--- config.mk ---
export PLATFORM = sky130hd
export DESIGN_NAME = crbd_top
export DESIGN_NICKNAME = d
export VERILOG_FILES = /design/src/hw/crbd_pkg.sv /design/src/hw/crbd_pin_if.sv /design/src/hw/crbd_pin_drv.sv /design/src/hw/crbd_top.sv
export SDC_FILE = /design/constraint.sdc
export NUM_CORES = 1
export LEC_CHECK = 0
export ABC_AREA = 1
export CAP_MARGIN = 10
export CELL_PAD_IN_SITES_DETAIL_PLACEMENT = 1
export CELL_PAD_IN_SITES_GLOBAL_PLACEMENT = 2
export CORE_UTILIZATION = 30
export DETAILED_ROUTE_END_ITERATION = 12
export DONT_BUFFER_PORTS = 1
export PLACE_DENSITY_LB_ADDON = 0.1
export RECOVER_POWER = 50
export SETUP_SLACK_MARGIN = 0.4
export SLEW_MARGIN = 30
export SYNTH_ARGS = -nofsm -noshare
export SYNTH_HDL_FRONTEND = slang
export SYNTH_HIERARCHICAL = 1
export SYNTH_SLANG_ARGS = --single-unit
export TNS_END_PERCENT = 1
--- constraint.sdc ---
create_clock -name sys_clk -period 2.75 [get_ports sys_clk]
set_input_delay 0.4125 -clock sys_clk [delete_from_list [all_inputs] [get_ports sys_clk]]
set_output_delay 0.4125 -clock sys_clk [all_outputs]
set_load 0.005 [all_outputs]
--- src/hw/crbd_pkg.sv ---
// Package for the receive buffer dispatch block: register map, field positions, types.
// Assumes a single 200 MHz system clock domain; no timing counts are needed.
package crbd_pkg;

	// Register byte addresses
	localparam logic [7:0] ADDR_PIN_CTRL = 8'h0c;
	localparam logic [7:0] ADDR_CTRL0 = 8'h60;
	localparam logic [7:0] ADDR_CTRL1 = 8'h70;

	// Pin control fields
	localparam int PC_LVL_LSB = 4;
	localparam int PC_ENA_LSB = 2;
	localparam int PC_MODE_LSB = 0;

	// Buffer control fields
	localparam int CTL_FMODE_LSB = 5;
	localparam int CTL_RTR_BIT = 3;
	localparam int CTL_ROLL_BIT = 2;
	localparam int CTL_ROLL_COPY_BIT = 1;
	localparam int CTL_HIT_LSB = 0;

	// Receive filter mode: masks and filters off
	localparam logic [1:0] FMODE_ANY = 2'h3;
	// Upper hit bits of a rolled-over message in the second buffer
	localparam logic [1:0] ROLL_HIT_HI = 2'h0;

	// Controller status low nibble after a load
	localparam logic [3:0] STAT_NONE = 4'h0;
	localparam logic [3:0] STAT_BUF0 = 4'h6;
	localparam logic [3:0] STAT_BUF1 = 4'h7;

	typedef enum logic [0:0] {
		PH_IDLE = 1'b0,
		PH_ASM = 1'b1
	} crbd_phase_t;

	typedef struct packed {
		crbd_phase_t state;
		logic [1:0] rxm0;
		logic rtr0;
		logic roll_en;
		logic hit0;
		logic [1:0] rxm1;
		logic rtr1;
		logic [2:0] hit1;
		logic [1:0] pin_lvl;
		logic [1:0] pin_ena;
		logic [1:0] pin_mode;
		logic [1:0] rxif;
		logic [1:0] ovr;
		logic [3:0] stat;
		logic int_n;
		logic [1:0] load;
		logic msg_err;
		logic [7:0] rdata;
	} crbd_state_t;

	typedef struct packed {
		logic [1:0] o;
		logic [1:0] oe;
	} crbd_pin_state_t;

endpackage

--- src/hw/crbd_pin_if.sv ---
// Interface carrying pin configuration and receive flags to the buffer-full pin driver.
// Assumes both ends sit on sys_clk.
`timescale 1ns/10ps
`default_nettype none
interface crbd_pin_if;
	logic [1:0] ena;
	logic [1:0] mode;
	logic [1:0] lvl;
	logic [1:0] flag;
	modport ctl (output ena, output mode, output lvl, output flag);
	modport drv (input ena, input mode, input lvl, input flag);
endinterface
`default_nettype wire

--- src/hw/crbd_pin_drv.sv ---
// Buffer-full pin driver: disabled, active-low interrupt or plain output per pin.
// Assumes configuration and flags arrive registered on sys_clk.
`timescale 1ns/10ps
`default_nettype none
module crbd_pin_drv (
	input wire logic sys_clk,
	input wire logic rst,
	crbd_pin_if.drv cfg,
	output logic [1:0] pin_o,
	output logic [1:0] pin_oe
);
	import crbd_pkg::*;

	crbd_pin_state_t s_q;
	crbd_pin_state_t s_d;
	logic [1:0] o_d;
	logic [1:0] oe_d;

	genvar i;
	generate
		for (i = 0; i < 2; i++) begin : g_pin
			assign oe_d[i] = cfg.ena[i];
			assign o_d[i] = cfg.mode[i] ? ~cfg.flag[i] : cfg.lvl[i];
		end
	endgenerate

	always_comb begin
		s_d.o = o_d;
		s_d.oe = oe_d;
	end

	always_ff @(posedge sys_clk or posedge rst) begin
		if (rst) begin
			s_q <= '0;
		end else begin
			s_q <= s_d;
		end
	end

	assign pin_o = s_q.o;
	assign pin_oe = s_q.oe;
endmodule
`default_nettype wire

--- src/hw/crbd_top.sv ---
// Receive dispatch: moves an accepted message into one of two receive buffers,
// keeps flags, filter-hit and remote bits, interrupt output and buffer-full pins.
// Assumes filter matching, buffer storage and the register port logic run on sys_clk.
`timescale 1ns/10ps
`default_nettype none
module crbd_top (
	input wire logic sys_clk,
	input wire logic rst,
	input wire logic reg_wr,
	input wire logic reg_rd,
	input wire logic [7:0] reg_addr,
	input wire logic [7:0] reg_wdata,
	input wire logic [7:0] reg_wmask,
	output logic [7:0] reg_rdata,
	input wire logic msg_start,
	input wire logic msg_end,
	input wire logic msg_valid,
	input wire logic msg_rtr,
	input wire logic flt0_match,
	input wire logic flt0_idx,
	input wire logic flt1_match,
	input wire logic [2:0] flt1_idx,
	input wire logic [1:0] rx_flag_clear,
	input wire logic [1:0] ovr_flag_clear,
	input wire logic [1:0] receive_irq_enable,
	input wire logic error_irq_enable,
	output logic [1:0] receive_flag,
	output logic [1:0] overflow_flag,
	output logic [3:0] controller_status,
	output logic int_n,
	output logic [1:0] buf_load,
	output logic msg_error,
	output logic [1:0] buf_full_pin_o,
	output logic [1:0] buf_full_pin_oe
);
	import crbd_pkg::*;

	crbd_state_t s_q;
	crbd_state_t s_d;
	crbd_pin_if pin_bus();

	logic go;
	logic acc0;
	logic acc1;
	logic to0;
	logic to1;
	logic [2:0] hit1_new;
	logic [7:0] pc_cur;
	logic [7:0] c0_cur;
	logic [7:0] c1_cur;
	logic [7:0] wr_new;
	logic [1:0] irq_mode;

	assign irq_mode = s_q.pin_ena & s_q.pin_mode;

	// Register images as stored; pin control keeps raw state bits for bit-modify
	always_comb begin
		pc_cur = '0;
		pc_cur[PC_LVL_LSB +: 2] = s_q.pin_lvl;
		pc_cur[PC_ENA_LSB +: 2] = s_q.pin_ena;
		pc_cur[PC_MODE_LSB +: 2] = s_q.pin_mode;
		c0_cur = '0;
		c0_cur[CTL_FMODE_LSB +: 2] = s_q.rxm0;
		c0_cur[CTL_RTR_BIT] = s_q.rtr0;
		c0_cur[CTL_ROLL_BIT] = s_q.roll_en;
		c0_cur[CTL_ROLL_COPY_BIT] = s_q.roll_en;
		c0_cur[CTL_HIT_LSB] = s_q.hit0;
		c1_cur = '0;
		c1_cur[CTL_FMODE_LSB +: 2] = s_q.rxm1;
		c1_cur[CTL_RTR_BIT] = s_q.rtr1;
		c1_cur[CTL_HIT_LSB +: 3] = s_q.hit1;
	end

	// Dispatch decision for a message finishing assembly
	always_comb begin
		go = (s_q.state == PH_ASM) && msg_end && msg_valid;
		acc0 = (s_q.rxm0 == FMODE_ANY) || flt0_match;
		acc1 = (s_q.rxm1 == FMODE_ANY) || flt1_match;
		to0 = go && acc0 && !s_q.rxif[0];
		to1 = go && ((acc0 && s_q.rxif[0] && s_q.roll_en) || (!acc0 && acc1));
		hit1_new = acc0 ? {ROLL_HIT_HI, flt0_idx} : flt1_idx;
	end

	always_comb begin
		s_d = s_q;
		s_d.load = '0;
		s_d.msg_err = 1'b0;
		wr_new = '0;
		case (s_q.state)
			PH_IDLE: begin
				if (msg_start) begin
					s_d.state = PH_ASM;
				end
			end
			PH_ASM: begin
				if (msg_end) begin
					s_d.state = PH_IDLE;
					s_d.msg_err = !msg_valid;
				end
			end
			default: begin
				s_d.state = PH_IDLE;
			end
		endcase

		// Host clears first so that a set in the same cycle wins
		s_d.rxif = s_q.rxif & ~rx_flag_clear;
		s_d.ovr = s_q.ovr & ~ovr_flag_clear;

		if (to0) begin
			s_d.rxif[0] = 1'b1;
			s_d.hit0 = flt0_idx;
			s_d.rtr0 = msg_rtr;
			s_d.load[0] = 1'b1;
			s_d.stat = STAT_BUF0;
		end
		if (go && acc0 && s_q.rxif[0] && !s_q.roll_en) begin
			s_d.ovr[0] = 1'b1;
		end
		if (to1) begin
			if (s_q.rxif[1]) begin
				s_d.ovr[1] = 1'b1;
			end else begin
				s_d.rxif[1] = 1'b1;
				s_d.hit1 = hit1_new;
				s_d.rtr1 = msg_rtr;
				if (acc0) begin
					s_d.hit0 = flt0_idx;
				end
				s_d.load[1] = 1'b1;
				s_d.stat = STAT_BUF1;
			end
		end

		// Register writes; a plain write passes an all-ones mask
		if (reg_wr) begin
			case (reg_addr)
				ADDR_PIN_CTRL: begin
					wr_new = (pc_cur & ~reg_wmask) | (reg_wdata & reg_wmask);
					s_d.pin_lvl = wr_new[PC_LVL_LSB +: 2];
					s_d.pin_ena = wr_new[PC_ENA_LSB +: 2];
					s_d.pin_mode = wr_new[PC_MODE_LSB +: 2];
				end
				ADDR_CTRL0: begin
					wr_new = (c0_cur & ~reg_wmask) | (reg_wdata & reg_wmask);
					s_d.rxm0 = wr_new[CTL_FMODE_LSB +: 2];
					s_d.roll_en = wr_new[CTL_ROLL_BIT];
				end
				ADDR_CTRL1: begin
					wr_new = (c1_cur & ~reg_wmask) | (reg_wdata & reg_wmask);
					s_d.rxm1 = wr_new[CTL_FMODE_LSB +: 2];
				end
				default: begin
					wr_new = '0;
				end
			endcase
		end

		// Active-low interrupt tracks the enabled flags as they will stand
		s_d.int_n = !(|(s_d.rxif & receive_irq_enable) ||
			(|s_d.ovr && error_irq_enable));

		s_d.rdata = '0;
		if (reg_rd) begin
			case (reg_addr)
				ADDR_PIN_CTRL: begin
					s_d.rdata = pc_cur;
					s_d.rdata[PC_LVL_LSB +: 2] = s_q.pin_lvl & ~irq_mode;
				end
				ADDR_CTRL0: begin
					s_d.rdata = c0_cur;
				end
				ADDR_CTRL1: begin
					s_d.rdata = c1_cur;
				end
				default: begin
					s_d.rdata = '0;
				end
			endcase
		end
	end

	always_ff @(posedge sys_clk or posedge rst) begin
		if (rst) begin
			s_q <= '0;
			s_q.int_n <= 1'b1;
		end else begin
			s_q <= s_d;
		end
	end

	assign pin_bus.ena = s_q.pin_ena;
	assign pin_bus.mode = s_q.pin_mode;
	assign pin_bus.lvl = s_q.pin_lvl;
	assign pin_bus.flag = s_q.rxif;

	crbd_pin_drv u_pins (
		.sys_clk(sys_clk),
		.rst(rst),
		.cfg(pin_bus.drv),
		.pin_o(buf_full_pin_o),
		.pin_oe(buf_full_pin_oe)
	);

	assign reg_rdata = s_q.rdata;
	assign receive_flag = s_q.rxif;
	assign overflow_flag = s_q.ovr;
	assign controller_status = s_q.stat;
	assign int_n = s_q.int_n;
	assign buf_load = s_q.load;
	assign msg_error = s_q.msg_err;
endmodule
`default_nettype wire

Yosys cells after proc, flatten, opt, wreduce, memory -nomap -nowiden
Cells that the tools add are included.
{"block": "totals", "regBits": 42, "inputBits": 45, "wordCells": 96}
{"block": "classes", "n_bitwise": 19, "n_reduce_logical": 26, "eq_ne": 5, "mux": 26}
{"op": "$and 7x7->7", "count": 3}
{"op": "$pmux 7 s3", "count": 1}
{"op": "$mux 1", "count": 19}
{"op": "$eq 8x7->1 const B", "count": 2}
{"op": "$or 7x7->7", "count": 2}
{"op": "$mux 4", "count": 3}
{"op": "$logic_and 1x1->1", "count": 11}
{"op": "$and 2x2->2", "count": 5}
{"op": "$eq 8x4->1 const B", "count": 1}
{"op": "$reduce_and 2->1", "count": 4}
{"op": "$mux 7", "count": 1}
{"op": "$not 7->7", "count": 1}
{"op": "$and 6x6->6", "count": 1}
{"op": "$not 2->2", "count": 3}
{"op": "$or 6x6->6", "count": 1}
{"op": "$logic_not 1->1", "count": 5}
{"op": "$eq 2x2->1 const B", "count": 2}
{"op": "$logic_or 1x1->1", "count": 4}
{"op": "$reduce_or 2->1", "count": 2}
{"op": "$mux 3", "count": 1}
{"op": "$not 1->1", "count": 3}
{"op": "$pmux 1 s2", "count": 1}

Depth between registers and ports, before layout
Gate-level depths: netlist of the first run.
{"block": "depth", "ltp_word": 11, "mapped_depth": 9, "mapped_depth_nobuf": 9}

By module
Netlist of the first run, hierarchy kept.
{"module": "crbd_top", "n_inst": 1, "cells_per_inst": 228, "area_per_inst_um2": 1844.3}
{"module": "crbd_pin_drv", "n_inst": 1, "cells_per_inst": 15, "area_per_inst_um2": 141.4}

Least setup slack after synthesis of the first run
OpenSTA, ideal clock, no wires.
{"block": "synth_path", "path_type": "input to register", "startpoint": "in reg_addr[7]", "endpoint": "reg with a tool-made name", "path_slack_ps": 1465, "stages": 5, "arrival_ps": 1159, "setup_time_ps": 126, "path_buffers": 0, "path_cell_list": "nand3b_1 -> nor3_4 -> nand3_1 -> nand2_1 -> o21ai_0"}
{"item": "start: declaration", "line_no": "crbd_top.sv:11", "text": "input wire logic [7:0] reg_addr,"}

==> Implementation_results.wiki, run 1 <==
{| class="wikitable"
! Metric !! Value
|-
| Relative max-transition margin || 63.0%
|-
| Simple-gate portion of the synthesized area || around 30%
|-
| Sequential-to-total area share from yosys stat || between 50% and 60%
|-
| Commonest cells in the netlist || 82 x nand2_1, 40 x dfrtp_1, 33 x inv_1, 22 x nand3_1, 18 x buf_4
|-
| Detailed Routing Iterations Pass 1 || 4
|-
| Starting DRC count in detailed routing || 60
|-
| Synthesized net count || 288
|-
| Routed met2 length || 2230 um
|-
| Largest buffer count on any clock path || 2
|-
| Cell chosen for the clock root || clkbuf_8
|-
| Routed metal-1 wirelength || around 2100 um
|-
| Cell Rows || 29
|-
| CTS tree || yes
|-
| Result of the run || completed
|-
| Crit path capture type || register
|-
| Fillers || a little under 800
|-
| Post-CTS Resized || 0
|-
| Via count of the first global-routing pass || ~1.6k
|-
| End point of the critical path || int_n
|-
| CTS Hold Buffers Added || 1
|-
| Fin. Hold Viols || 0
|-
| Final routed wire length divided by cell count || roughly 15 um
|-
| Total number of yosys warnings || 6
|-
| Number of buffers inserted by port buffering || 0
|-
| Top Metal Used || met4
|-
| Worst-skew pair later-pin latency || 0.29 ns
|-
| Portion of netlist area occupied by mux cells || 0%
|-
| Element type at the critical path start || register
|-
| Number of different library cells in the post-synthesis netlist || 22
|-
| Clock sink count || 41
|-
| Final worst path period need || 1.75 ns
|-
| Die boundary width || between 80 and 90 um
|-
| Wire length of the first global-routing pass || 7820 um
|-
| Most instantiated library cell after synthesis || nand2_1
|-
| Clock slew at the register clock pins of the worst setup and hold paths || ~0.08 ns
|-
| Starting density of the core || just over 30%
|-
| Number of H-tree levels || 2
|-
| Unrepaired setup endpoints after global routing || false
|-
| Synthesis-stage register bit count || roughly 40
|-
| Post-CTS Repair Setup Buffers || 0
|-
| Share of post-route cells with drive strength above 1 || 7.69%
|-
| Top-level I/O count || between 60 and 70
|-
| Final weighted congestion in routability-driven placement || ~0.7
|-
| Fin nets || 278
|-
| All-Layer GR Usage || roughly 15%
|-
| Total length of routed met3 wires || between 200 and 250 um
|-
| Post-synthesis compound-gate area fraction || 4.85%
|-
| Height of the die || ~83 um
|-
| Antenna violations before repair || 0
|-
| Adder-cell area share of the yosys netlist || 0%
|-
| Area share of xor/xnor cells in the synthesized design || 0%
|-
| Die area || 6950 um2
|-
| Main combinational cell family by area after synthesis || simple AND/OR/NAND/NOR gates
|-
| Hold slack || 0.122 ns
|-
| Maximum clock skew at final layout || between 0.005 and 0.006 ns
|-
| Arrival time of the worst setup path || roughly 2.0 ns
|-
| Count of pins over their slew limit || 0
|-
| Area of the mapped netlist || about 2000 um2
|-
| Setup tns final || 0 ns
|-
| Power per unit of standard cell area || between 500 and 600 nW/um2
|-
| Category of the most critical setup path || register to register
|-
| Slew at the pin closest to its max-slew limit || 0.551 ns
|-
| Detail Placement HPWL || between 3000 and 4000 um
|-
| Via count || around 1.4k
|-
| IR drop worst, VDD || 188 uV
|-
| Post-synthesis cell count || about 240
|-
| Count of inserted antenna diode cells || 0
|-
| Max Clk Rate || roughly 0.57 GHz
|-
| Pin count of the biggest net entering global routing || 38
|-
| Multi-input combinational cell area || between 600 and 700 um2
|-
| Worst-path fanout max || 13
|-
| Routed vias/inst || between 4 and 5
|-
| Ratio of final minimum period to clock period || a little under two thirds
|-
| Finish-stage setup viols || 0
|-
| Layout area overhead || 3.78%
|-
| Number of buffers added by the clock tree synthesis step || 5
|-
| Core box area || around 6400 um2
|-
| DRC viols || 0
|-
| Leading register cell type out of synthesis || dfrtp_1
|-
| EDFF count, synth || 0
|-
| CP Data Required Time || about 3 ns
|-
| Register-to-register setup slack || 1.0 ns
|-
| Max-Cap Viols || 0
|-
| Leading cell types by total area after synthesis || dfrtp_1 50%, nand2_1 16%, buf_4 6.8%
|-
| Ys async rst share || 100%
|-
| Final routed wirelength across all metal layers || between 4000 and 5000 um
|-
| Worst min-delay path category || primary input to async pin
|-
| Residual antenna-violating net count after detailed routing || 0
|-
| Area share of the largest cell type after synthesis || between 50% and 60%
|-
| Syn_area_per_cell || about 8.2 um2
|-
| Flip-flop and latch area || ~1000 um2
|-
| Leakage component of the power || between 0.001 and 0.0015 uW
|-
| Register-to-Register Path Depth || 9
|-
| Aggregate global routing overflow || 0
|-
| Library cell occupying the most area in the post-synthesis netlist || dfrtp_1
|-
| R2R Path End || int_n
|}
[cells by family after synthesis]
| group | Yosys count |
|---|---|
| AND/OR/NAND/NOR | 131 |
| buffers and inverters | 53 |
| flip-flops | 41 |
| AO/OA/AOI/OAI | 17 |
| other | 1 |
[worst max-delay path, cell delays in order, from the launching register on]
cell     delay, ns
dfrtp_1       0.40
nand2_1       0.08
nand2_2       0.12
inv_1         0.12
nand2_1       0.09
nand4_1       0.43
nand2_1       0.28
nand2_1       0.08
nand2_1       0.06
nor2_1        0.04
[through the flow]
stage | utilization, % | total power [uW] | instances | cell area (um2) | setup slack (ns)
CTS | 32.3 | 1230 | 311 | 2060 | 0.914
floorplan | - | 764 | 243 | 1990 | 1.46
finish | 32.3 | 1210 | 311 | 2060 | 0.999
global placement | 30.5 | 778 | 302 | 1950 | 0.985
detailed placement | 30.5 | 782 | 302 | 1950 | 0.875
global route | 32.3 | 1270 | 311 | 2060 | 0.734
[where the power goes]
part | internal [uW] | total [uW] | leakage, uW | switching (uW)
Sequential | 648 | 678 | 0.000544 | 30.6
Clock | 227 | 440 | 0.0000542 | 212
Combinational | 30.5 | 88.8 | 0.000482 | 58.3
[final cells by class]
class	count	share of cell area, %
Tap cell	77	4.68
Timing Repair Buffer	2	0.850
Clock buffer	7	4.68
Multi-Input combinational cell	149	33.5
Sequential cell	41	49.8
Clock inverter	1	0.243
Inverter	34	6.19
[metal layers]
metal  GRT usage, %  vias to the layer above
met4           7.05                        0
met1           18.0                      685
met2           24.2                       37
li1               -                      713
met3           3.38                        6
met5              0                        -
[layout by cell type, fill, tap and decap left out, types with 3 or more instances in the layout]
cell,Yosys,routed
o21ai_0,10,10
inv_1,33,33
clkbuf_8,0,7
nand3b_1,3,3
nand4_1,3,3
nand2_1,82,82
nand3_1,22,22
nor2_1,13,13
o21a_1,3,3
dfrtp_1,40,40
[worst min-delay path by stage]
stage,from,depth (start not counted),end
finish,rst,2,async pin
global route,msg_valid,1,msg_error
CTS,rst,2,async pin
detailed placement,rst,1,u_pins/pin_o[0]
global placement,rst,1,u_pins/pin_oe[0]
floorplan,rst,1,u_pins/pin_o[0]
(Power assumes the default switching activity.)
==> run 2: changes to the inputs <==
ABC_AREA = 0   (was 1)
clock period = 1.8 ns   (was 2.75 ns; I/O delays follow)
==> Implementation_results.wiki, run 2 <==
{| class="wikitable"
! Metric !! Value
|-
| Result of the run || completed (unchanged)
|-
| Area share of the largest cell type after synthesis || 51.2% (was 50.4%)
|-
| Clock slew at the register clock pins of the worst setup and hold paths || 0.08 ns (about the same)
|-
| Share of post-route cells with drive strength above 1 || 29.2% (was 7.69%)
|-
| Arrival time of the worst setup path || 1.92 ns (was 1.99 ns)
|-
| Via count || 1243 (was 1441)
|-
| Starting DRC count in detailed routing || 58 (was 60)
|-
| Count of inserted antenna diode cells || 0 (unchanged)
|-
| Worst-path fanout max || 4 (was 13)
|-
| Height of the die || 82.7 um (was 83.4 um)
|-
| Final routed wirelength across all metal layers || 4380 um (was 4580 um)
|-
| Most frequent standard cell in the layout excluding fill and tap cells || dfrtp_1 (was nand2_1)
|-
| Maximum clock skew at final layout || 0.0103 ns (was 0.00589 ns)
|-
| Pin count of the biggest net entering global routing || 38 (unchanged)
|-
| Wire length of the first global-routing pass || 6780 um (was 7820 um)
|-
| Leading register cell type out of synthesis || dfrtp_1 (unchanged)
|-
| Core box area || 6310 um2 (was 6390 um2)
|-
| Sequential-to-total area share from yosys stat || 52.6% (was 51.7%)
|-
| Register-to-register setup slack || 0.06 ns (was 1.0 ns)
|-
| EDFF count, synth || 0 (unchanged)
|-
| Fillers || 717 (was 784)
|-
| Element type at the critical path start || register (unchanged)
|-
| Slew at the pin closest to its max-slew limit || 0.938 ns (was 0.551 ns)
|-
| Residual antenna-violating net count after detailed routing || 0 (unchanged)
|-
| Commonest cells in the netlist || 40 x dfrtp_1, 18 x buf_4, 17 x mux2_2, 15 x nand2_1, 11 x inv_1 (was 82 x nand2_1, 40 x dfrtp_1, 33 x inv_1, 22 x nand3_1, 18 x buf_4)
|-
| Library cell occupying the most area in the post-synthesis netlist || dfrtp_1 (unchanged)
|-
| Top-level I/O count || 69 (unchanged)
|-
| Endpoint of the worst hold-timing path || msg_error
|-
| Detail Placement HPWL || 3330 um (was 3530 um)
|-
| Number of H-tree levels || 2 (unchanged)
|-
| Total number of yosys warnings || 6 (unchanged)
|-
| Register-to-Register Path Depth || 5 (was 9)
|-
| Ratio of final minimum period to clock period || 96.7% (was 63.7%)
|-
| Placed instance count || 234 (was 302)
|-
| Layout area overhead || 11.1% (was 3.78%)
|-
| Syn_area_per_cell || 11.5 um2 (was 8.17 um2)
|-
| Via count of the first global-routing pass || 1324 (was 1574)
|-
| Relative max-transition margin || 37.5% (was 63.0%)
|-
| Final weighted congestion in routability-driven placement || 0.726 (was 0.702)
|-
| Cell chosen for the clock root || clkbuf_8 (unchanged)
|-
| Routed vias/inst || 5.01 (was 4.63)
|-
| R2R Path End || c1_cur[3] (was int_n)
|-
| Final routed wire length divided by cell count || 17.7 um (was 14.7 um)
|-
| Number of buffers added by the clock tree synthesis step || 5 (unchanged)
|-
| Worst-skew pair later-pin latency || 0.29 ns (about the same)
|-
| Max-Cap Viols || 0 (unchanged)
|-
| Ys async rst share || 100% (unchanged)
|-
| Power per unit of standard cell area || 913 nW/um2 (was 586 nW/um2)
|-
| Beginning of the worst hold path || msg_valid
|-
| CP Data Required Time || 1.98 ns (was 2.99 ns)
|-
| Antenna violations before repair || 0 (unchanged)
|-
| Synthesis-stage register bit count || 41 (unchanged)
|-
| Max Clk Rate || 0.575 GHz (was 0.571 GHz)
|-
| Commonest cells after routing, fill and taps aside || 40 x dfrtp_1, 17 x mux2_2, 15 x nand2_1 (was 82 x nand2_1, 40 x dfrtp_1, 33 x inv_1)
|-
| Flip-flop and latch area || 1030 um2 (unchanged)
|-
| DRC viols || 0 (unchanged)
|-
| Multi-input combinational cell area || 751 um2 (was 691 um2)
|-
| Final worst path period need || 1.74 ns (was 1.75 ns)
|-
| IR drop worst, VDD || 338 uV (was 188 uV)
|-
| Number of buffers inserted by port buffering || 0 (unchanged)
|-
| Worst hold path cell count || 1
|-
| Starting density of the core || 30.9% (was 31.1%)
|-
| Most instantiated library cell after synthesis || dfrtp_1 (was nand2_1)
|-
| Final std cells w/o fill || 248 (was 311)
|-
| Die area || 6840 um2 (was 6950 um2)
|-
| Largest buffer count on any clock path || 2 (unchanged)
|-
| Unrepaired setup endpoints after global routing || true (was false)
|-
| Crit path capture type || register (unchanged)
|-
| Count of pins over their slew limit || 0 (unchanged)
|-
| Leakage component of the power || 0.000964 uW (was 0.00108 uW)
|-
| Finish-stage setup viols || 0 (unchanged)
|-
| Detailed Routing Iterations Pass 1 || 4 (unchanged)
|-
| All-Layer GR Usage || 13.9% (was 14.7%)
|-
| Fin. Hold Viols || 0 (unchanged)
|-
| Clock sink count || 41 (unchanged)
|-
| Area of the mapped netlist || 1950 um2 (was 1990 um2)
|-
| CTS tree || yes (unchanged)
|-
| Leading cell types by total area after synthesis || dfrtp_1 51%, mux2_2 9.8%, buf_4 6.9% (was dfrtp_1 50%, nand2_1 16%, buf_4 6.8%)
|-
| Hold slack || 0.0395 ns (was 0.122 ns)
|-
| Fin nets || 215 (was 278)
|-
| Category of the most critical setup path || register to register (unchanged)
|-
| Die boundary width || 82.7 um (was 83.4 um)
|-
| Aggregate global routing overflow || 0 (unchanged)
|-
| Worst min-delay path category || primary input to register (was primary input to async pin)
|-
| Synthesized net count || 215 (was 288)
|-
| Post-synthesis cell count || 170 (was 243)
|-
| Number of different library cells in the post-synthesis netlist || 39 (was 22)
|-
| Cell Rows || 29 (unchanged)
|}
## run 2: worst max path at each step
stage / slack [ns] / start / end
finish: 0.06 / register / c1_cur[3]
detailed placement: 0.006 / register / c1_cur[0]
floorplan: 0.06 / register / c1_cur[0]
global placement: 0.03 / register / c1_cur[0]
global route: -0.007 / register / c1_cur[3]
CTS: 0.04 / register / c1_cur[3]
## run 2: kinds of logic (layout without fill, tap and decap cells)
group	after synthesis	after routing	synth area share (%)
simple gates	42	42	12.3
buf+inv	35	36	10.6
other cells	1	1	0.192
compound gates	24	24	8.58
flops	41	41	52.6
mux	27	27	15.7
## run 2: layer usage
layer  vias up  part of all wire (%)  global-route usage, %
li1        570                     -                      -
met1       628                    45                   17.5
met2        43                    46                   21.1
met3         2                   8.3                   5.71
met4         0                  0.62                   5.17
met5         -                     0                      0
## run 2: repair_timing
item | 4_1_cts | 5_1_grt
setup buffers | 3 | 0
pin swaps | 2 | 2
resized for setup | 0 | 10
hold buffers | 1 | 2
setup endpoints to repair | 12 | 14
endpoints found under the hold margin | 40 | 1
## run 2: layout make-up
type	count	share of cell area, %
timing repair buffer	16	5.94
clock inverter	1	1.38
tap	77	4.44
inverter	12	2.31
clock buffer	7	3.98
multi-input combinational	94	34.6
sequential	41	47.3
## run 2: critical path: stages (launching register included)
cell      delay [ns]
dfrtp_1         0.40
a21oi_2         0.18
mux2_4          0.32
or3_4           0.37
clkinv_4        0.08
mux2_4          0.29
## run 2: report_power, final
part	switching [uW]	internal [uW]	total, uW
clock	315	452	767
sequential	46.6	989	1040
combinational	83.3	95.0	178
## run 2: stage by stage
step	total power, uW	instance area [um2]	utilization [%]	setup TNS, ns	worst slack [ns]
after global routing	2080	2170	34.4	-0.00801	-0.00689
after detailed placement	1230	1970	31.2	0	0.00596
after global placement	1220	1970	31.2	0	0.0296
final	1980	2170	34.4	0	0.0594
after floorplan	1190	1960	-	0	0.0562
after CTS	2010	2120	33.6	0	0.0374
==> run 3: changes to the inputs <==
CELL_PAD_IN_SITES_DETAIL_PLACEMENT = unset   (was 1)
CELL_PAD_IN_SITES_GLOBAL_PLACEMENT = unset   (was 2)
PLACE_DENSITY_LB_ADDON = unset   (was 0.1)
==> Implementation_results.wiki, run 3 (synthesis results as in run 2) <==
{| class="wikitable"
! Metric !! Value
|-
| Aggregate global routing overflow || 0 (unchanged)
|-
| Register-to-Register Path Depth || 5 (unchanged)
|-
| Gate family responsible for the most delay along the worst path || multiplexers (unchanged)
|-
| Flip-flop and latch area || 1030 um2 (unchanged)
|-
| DRC viols || 0 (unchanged)
|-
| Maximum single-stage delay on the critical path || 0.41 ns (was 0.40 ns)
|-
| Layout area overhead || 8.33% (was 11.1%)
|-
| Worst-skew pair later-pin latency || 0.29 ns (about the same)
|-
| R2R Path End || c1_cur[0] (was c1_cur[3])
|-
| Endpoint of the worst hold-timing path || int_n (was msg_error)
|-
| Setup tns final || 0 ns (unchanged)
|-
| Slowest stage cell, crit path || dfrtp_1 (unchanged)
|-
| CP Data Required Time || 1.98 ns (about the same)
|-
| Die boundary width || 82.7 um (unchanged)
|-
| Via count of the first global-routing pass || 1147 (was 1324)
|-
| Final worst path period need || 1.74 ns (about the same)
|-
| Detail Placement HPWL || 3100 um (was 3330 um)
|-
| Top-level I/O count || 69 (unchanged)
|-
| Wire length of the first global-routing pass || 6170 um (was 6780 um)
|-
| IR drop worst, VDD || 392 uV (was 338 uV)
|-
| Max Clk Rate || 0.576 GHz (was 0.575 GHz)
|-
| Worst min-delay path category || primary input to register (unchanged)
|-
| Hold slack || 0.0316 ns (was 0.0395 ns)
|-
| Routed vias/inst || 5.04 (was 5.01)
|-
| Relative max-transition margin || 38.3% (was 37.5%)
|-
| CTS tree || yes (unchanged)
|-
| Detailed Routing Iterations Pass 1 || 4 (unchanged)
|-
| Largest buffer count on any clock path || 2 (unchanged)
|-
| Via count || 1229 (was 1243)
|-
| Fillers || 648 (was 717)
|-
| Buffer and inverter count on the worst path || 1 (unchanged)
|-
| Final routed wirelength across all metal layers || 4150 um (was 4380 um)
|-
| Category of the most critical setup path || register to register (unchanged)
|-
| Starting density of the core || 30.9% (unchanged)
|-
| Slew at the pin closest to its max-slew limit || 0.926 ns (was 0.938 ns)
|-
| Arrival time of the worst setup path || 1.92 ns (about the same)
|-
| Crit path capture type || register (unchanged)
|-
| Post-route worst setup slack || 0.0645 ns (was 0.0594 ns)
|-
| Cell Rows || 29 (unchanged)
|-
| Core box area || 6310 um2 (unchanged)
|-
| Final routed wire length divided by cell count || 17.0 um (was 17.7 um)
|-
| Result of the run || completed (unchanged)
|-
| Count of pins over their slew limit || 0 (unchanged)
|-
| Fin. Hold Viols || 0 (unchanged)
|-
| Most used cell along the critical path || mux2_4 (unchanged)
|-
| Max-Cap Viols || 0 (unchanged)
|-
| Clock sink count || 41 (unchanged)
|-
| Power per unit of standard cell area || 980 nW/um2 (was 913 nW/um2)
|-
| Count of inserted antenna diode cells || 0 (unchanged)
|-
| Starting DRC count in detailed routing || 107 (was 58)
|-
| Element type at the critical path start || register (unchanged)
|-
| Placement Setup Slack || 0.0197 ns (was 0.00596 ns)
|-
| Multi-input combinational cell area || 722 um2 (was 751 um2)
|-
| Commonest cells after routing, fill and taps aside || 40 x dfrtp_1, 17 x mux2_2, 15 x nand2_1 (unchanged)
|-
| Beginning of the worst hold path || error_irq_enable (was msg_valid)
|-
| Unrepaired setup endpoints after global routing || true (unchanged)
|-
| Die area || 6840 um2 (unchanged)
|-
| Maximum clock skew at final layout || 0.00394 ns (was 0.0103 ns)
|-
| Leakage component of the power || 0.000947 uW (was 0.000964 uW)
|-
| Critical-path cell list || a21oi_2 -> mux2_4 -> or3_4 -> inv_6 -> mux2_4 (was a21oi_2 -> mux2_4 -> or3_4 -> clkinv_4 -> mux2_4)
|-
| Final weighted congestion in routability-driven placement || 0.762 (was 0.726)
|-
| Finish-stage setup viols || 0 (unchanged)
|-
| Antenna violations before repair || 0 (unchanged)
|-
| Cell chosen for the clock root || clkbuf_8 (unchanged)
|-
| Register-to-register setup slack || 0.06 ns (about the same)
|-
| Ratio of final minimum period to clock period || 96.4% (was 96.7%)
|-
| Number of buffers inserted by port buffering || 0 (unchanged)
|-
| Number of H-tree levels || 2 (unchanged)
|-
| Worst-path fanout max || 3 (was 4)
|-
| Share of post-route cells with drive strength above 1 || 26.3% (was 29.2%)
|-
| Height of the die || 82.7 um (unchanged)
|-
| Number of buffers added by the clock tree synthesis step || 5 (unchanged)
|-
| Worst hold path cell count || 1 (unchanged)
|-
| Fin nets || 211 (was 215)
|-
| Residual antenna-violating net count after detailed routing || 0 (unchanged)
|-
| Most frequent standard cell in the layout excluding fill and tap cells || dfrtp_1 (unchanged)
|-
| Pin count of the biggest net entering global routing || 38 (unchanged)
|-
| Clock slew at the register clock pins of the worst setup and hold paths || 0.08 ns (about the same)
|-
| All-Layer GR Usage || 12.6% (was 13.9%)
|}
-- run 3: how the worst max path moves through the flow --
stage / startpoint / depth (start not counted) / to / slack [ns]
after floorplan: register / 5 / c1_cur[0] / 0.06
after global placement: register / 5 / c1_cur[0] / 0.04
after detailed placement: register / 5 / c1_cur[3] / 0.02
after CTS: register / 5 / c1_cur[0] / 0.07
after global routing: register / 6 / c1_cur[1] / 0.01
final: register / 5 / c1_cur[0] / 0.06
-- run 3: per-layer routing --
layer / up-vias / track usage, % / share of wire [%]
li1: 568 / - / -
met1: 609 / 15.2 / 40
met2: 47 / 19.3 / 49
met3: 5 / 6.15 / 10
met4: 0 / 4.66 / 1.1
met5: - / 0 / 0
-- run 3: final cells by class --
cell class / count / share of cell area, %
Timing Repair Buffer: 12 / 4.08
Sequential cell: 41 / 48.6
Multi-Input combinational cell: 94 / 34.1
Clock buffer: 5 / 3.25
Inverter: 12 / 2.37
Clock inverter: 3 / 3.08
Tap cell: 77 / 4.55
-- run 3: what timing repair did --
action | CTS | global route
setup endpoints to repair | 10 | 13
endpoints found under the hold margin | 40 | 0
resized for setup | 0 | 0
hold buffers | 1 | 0
pin swaps | 2 | 0
buffers inserted | 3 | 0
-- run 3: metrics by stage --
stage | power, uW | utilization (%) | instance area, um2 | std cells
after floorplan | 1190 | - | 1960 | 170
after global routing | 2150 | 33.5 | 2120 | 244
final | 2070 | 33.5 | 2120 | 244
after detailed placement | 1220 | 31.0 | 1960 | 232
after CTS | 2110 | 33.6 | 2120 | 244
after global placement | 1220 | 31.0 | 1960 | 232
-- run 3: where the power goes --
part / internal, uW / total, uW / leakage [uW] / switching [uW]
Combinational: 88.1 / 164 / 0.000338 / 75.7
Sequential: 989 / 1040 / 0.000541 / 46.3
Clock: 551 / 874 / 0.0000681 / 323
Total: 1630 / 2070 / 0.000947 / 445
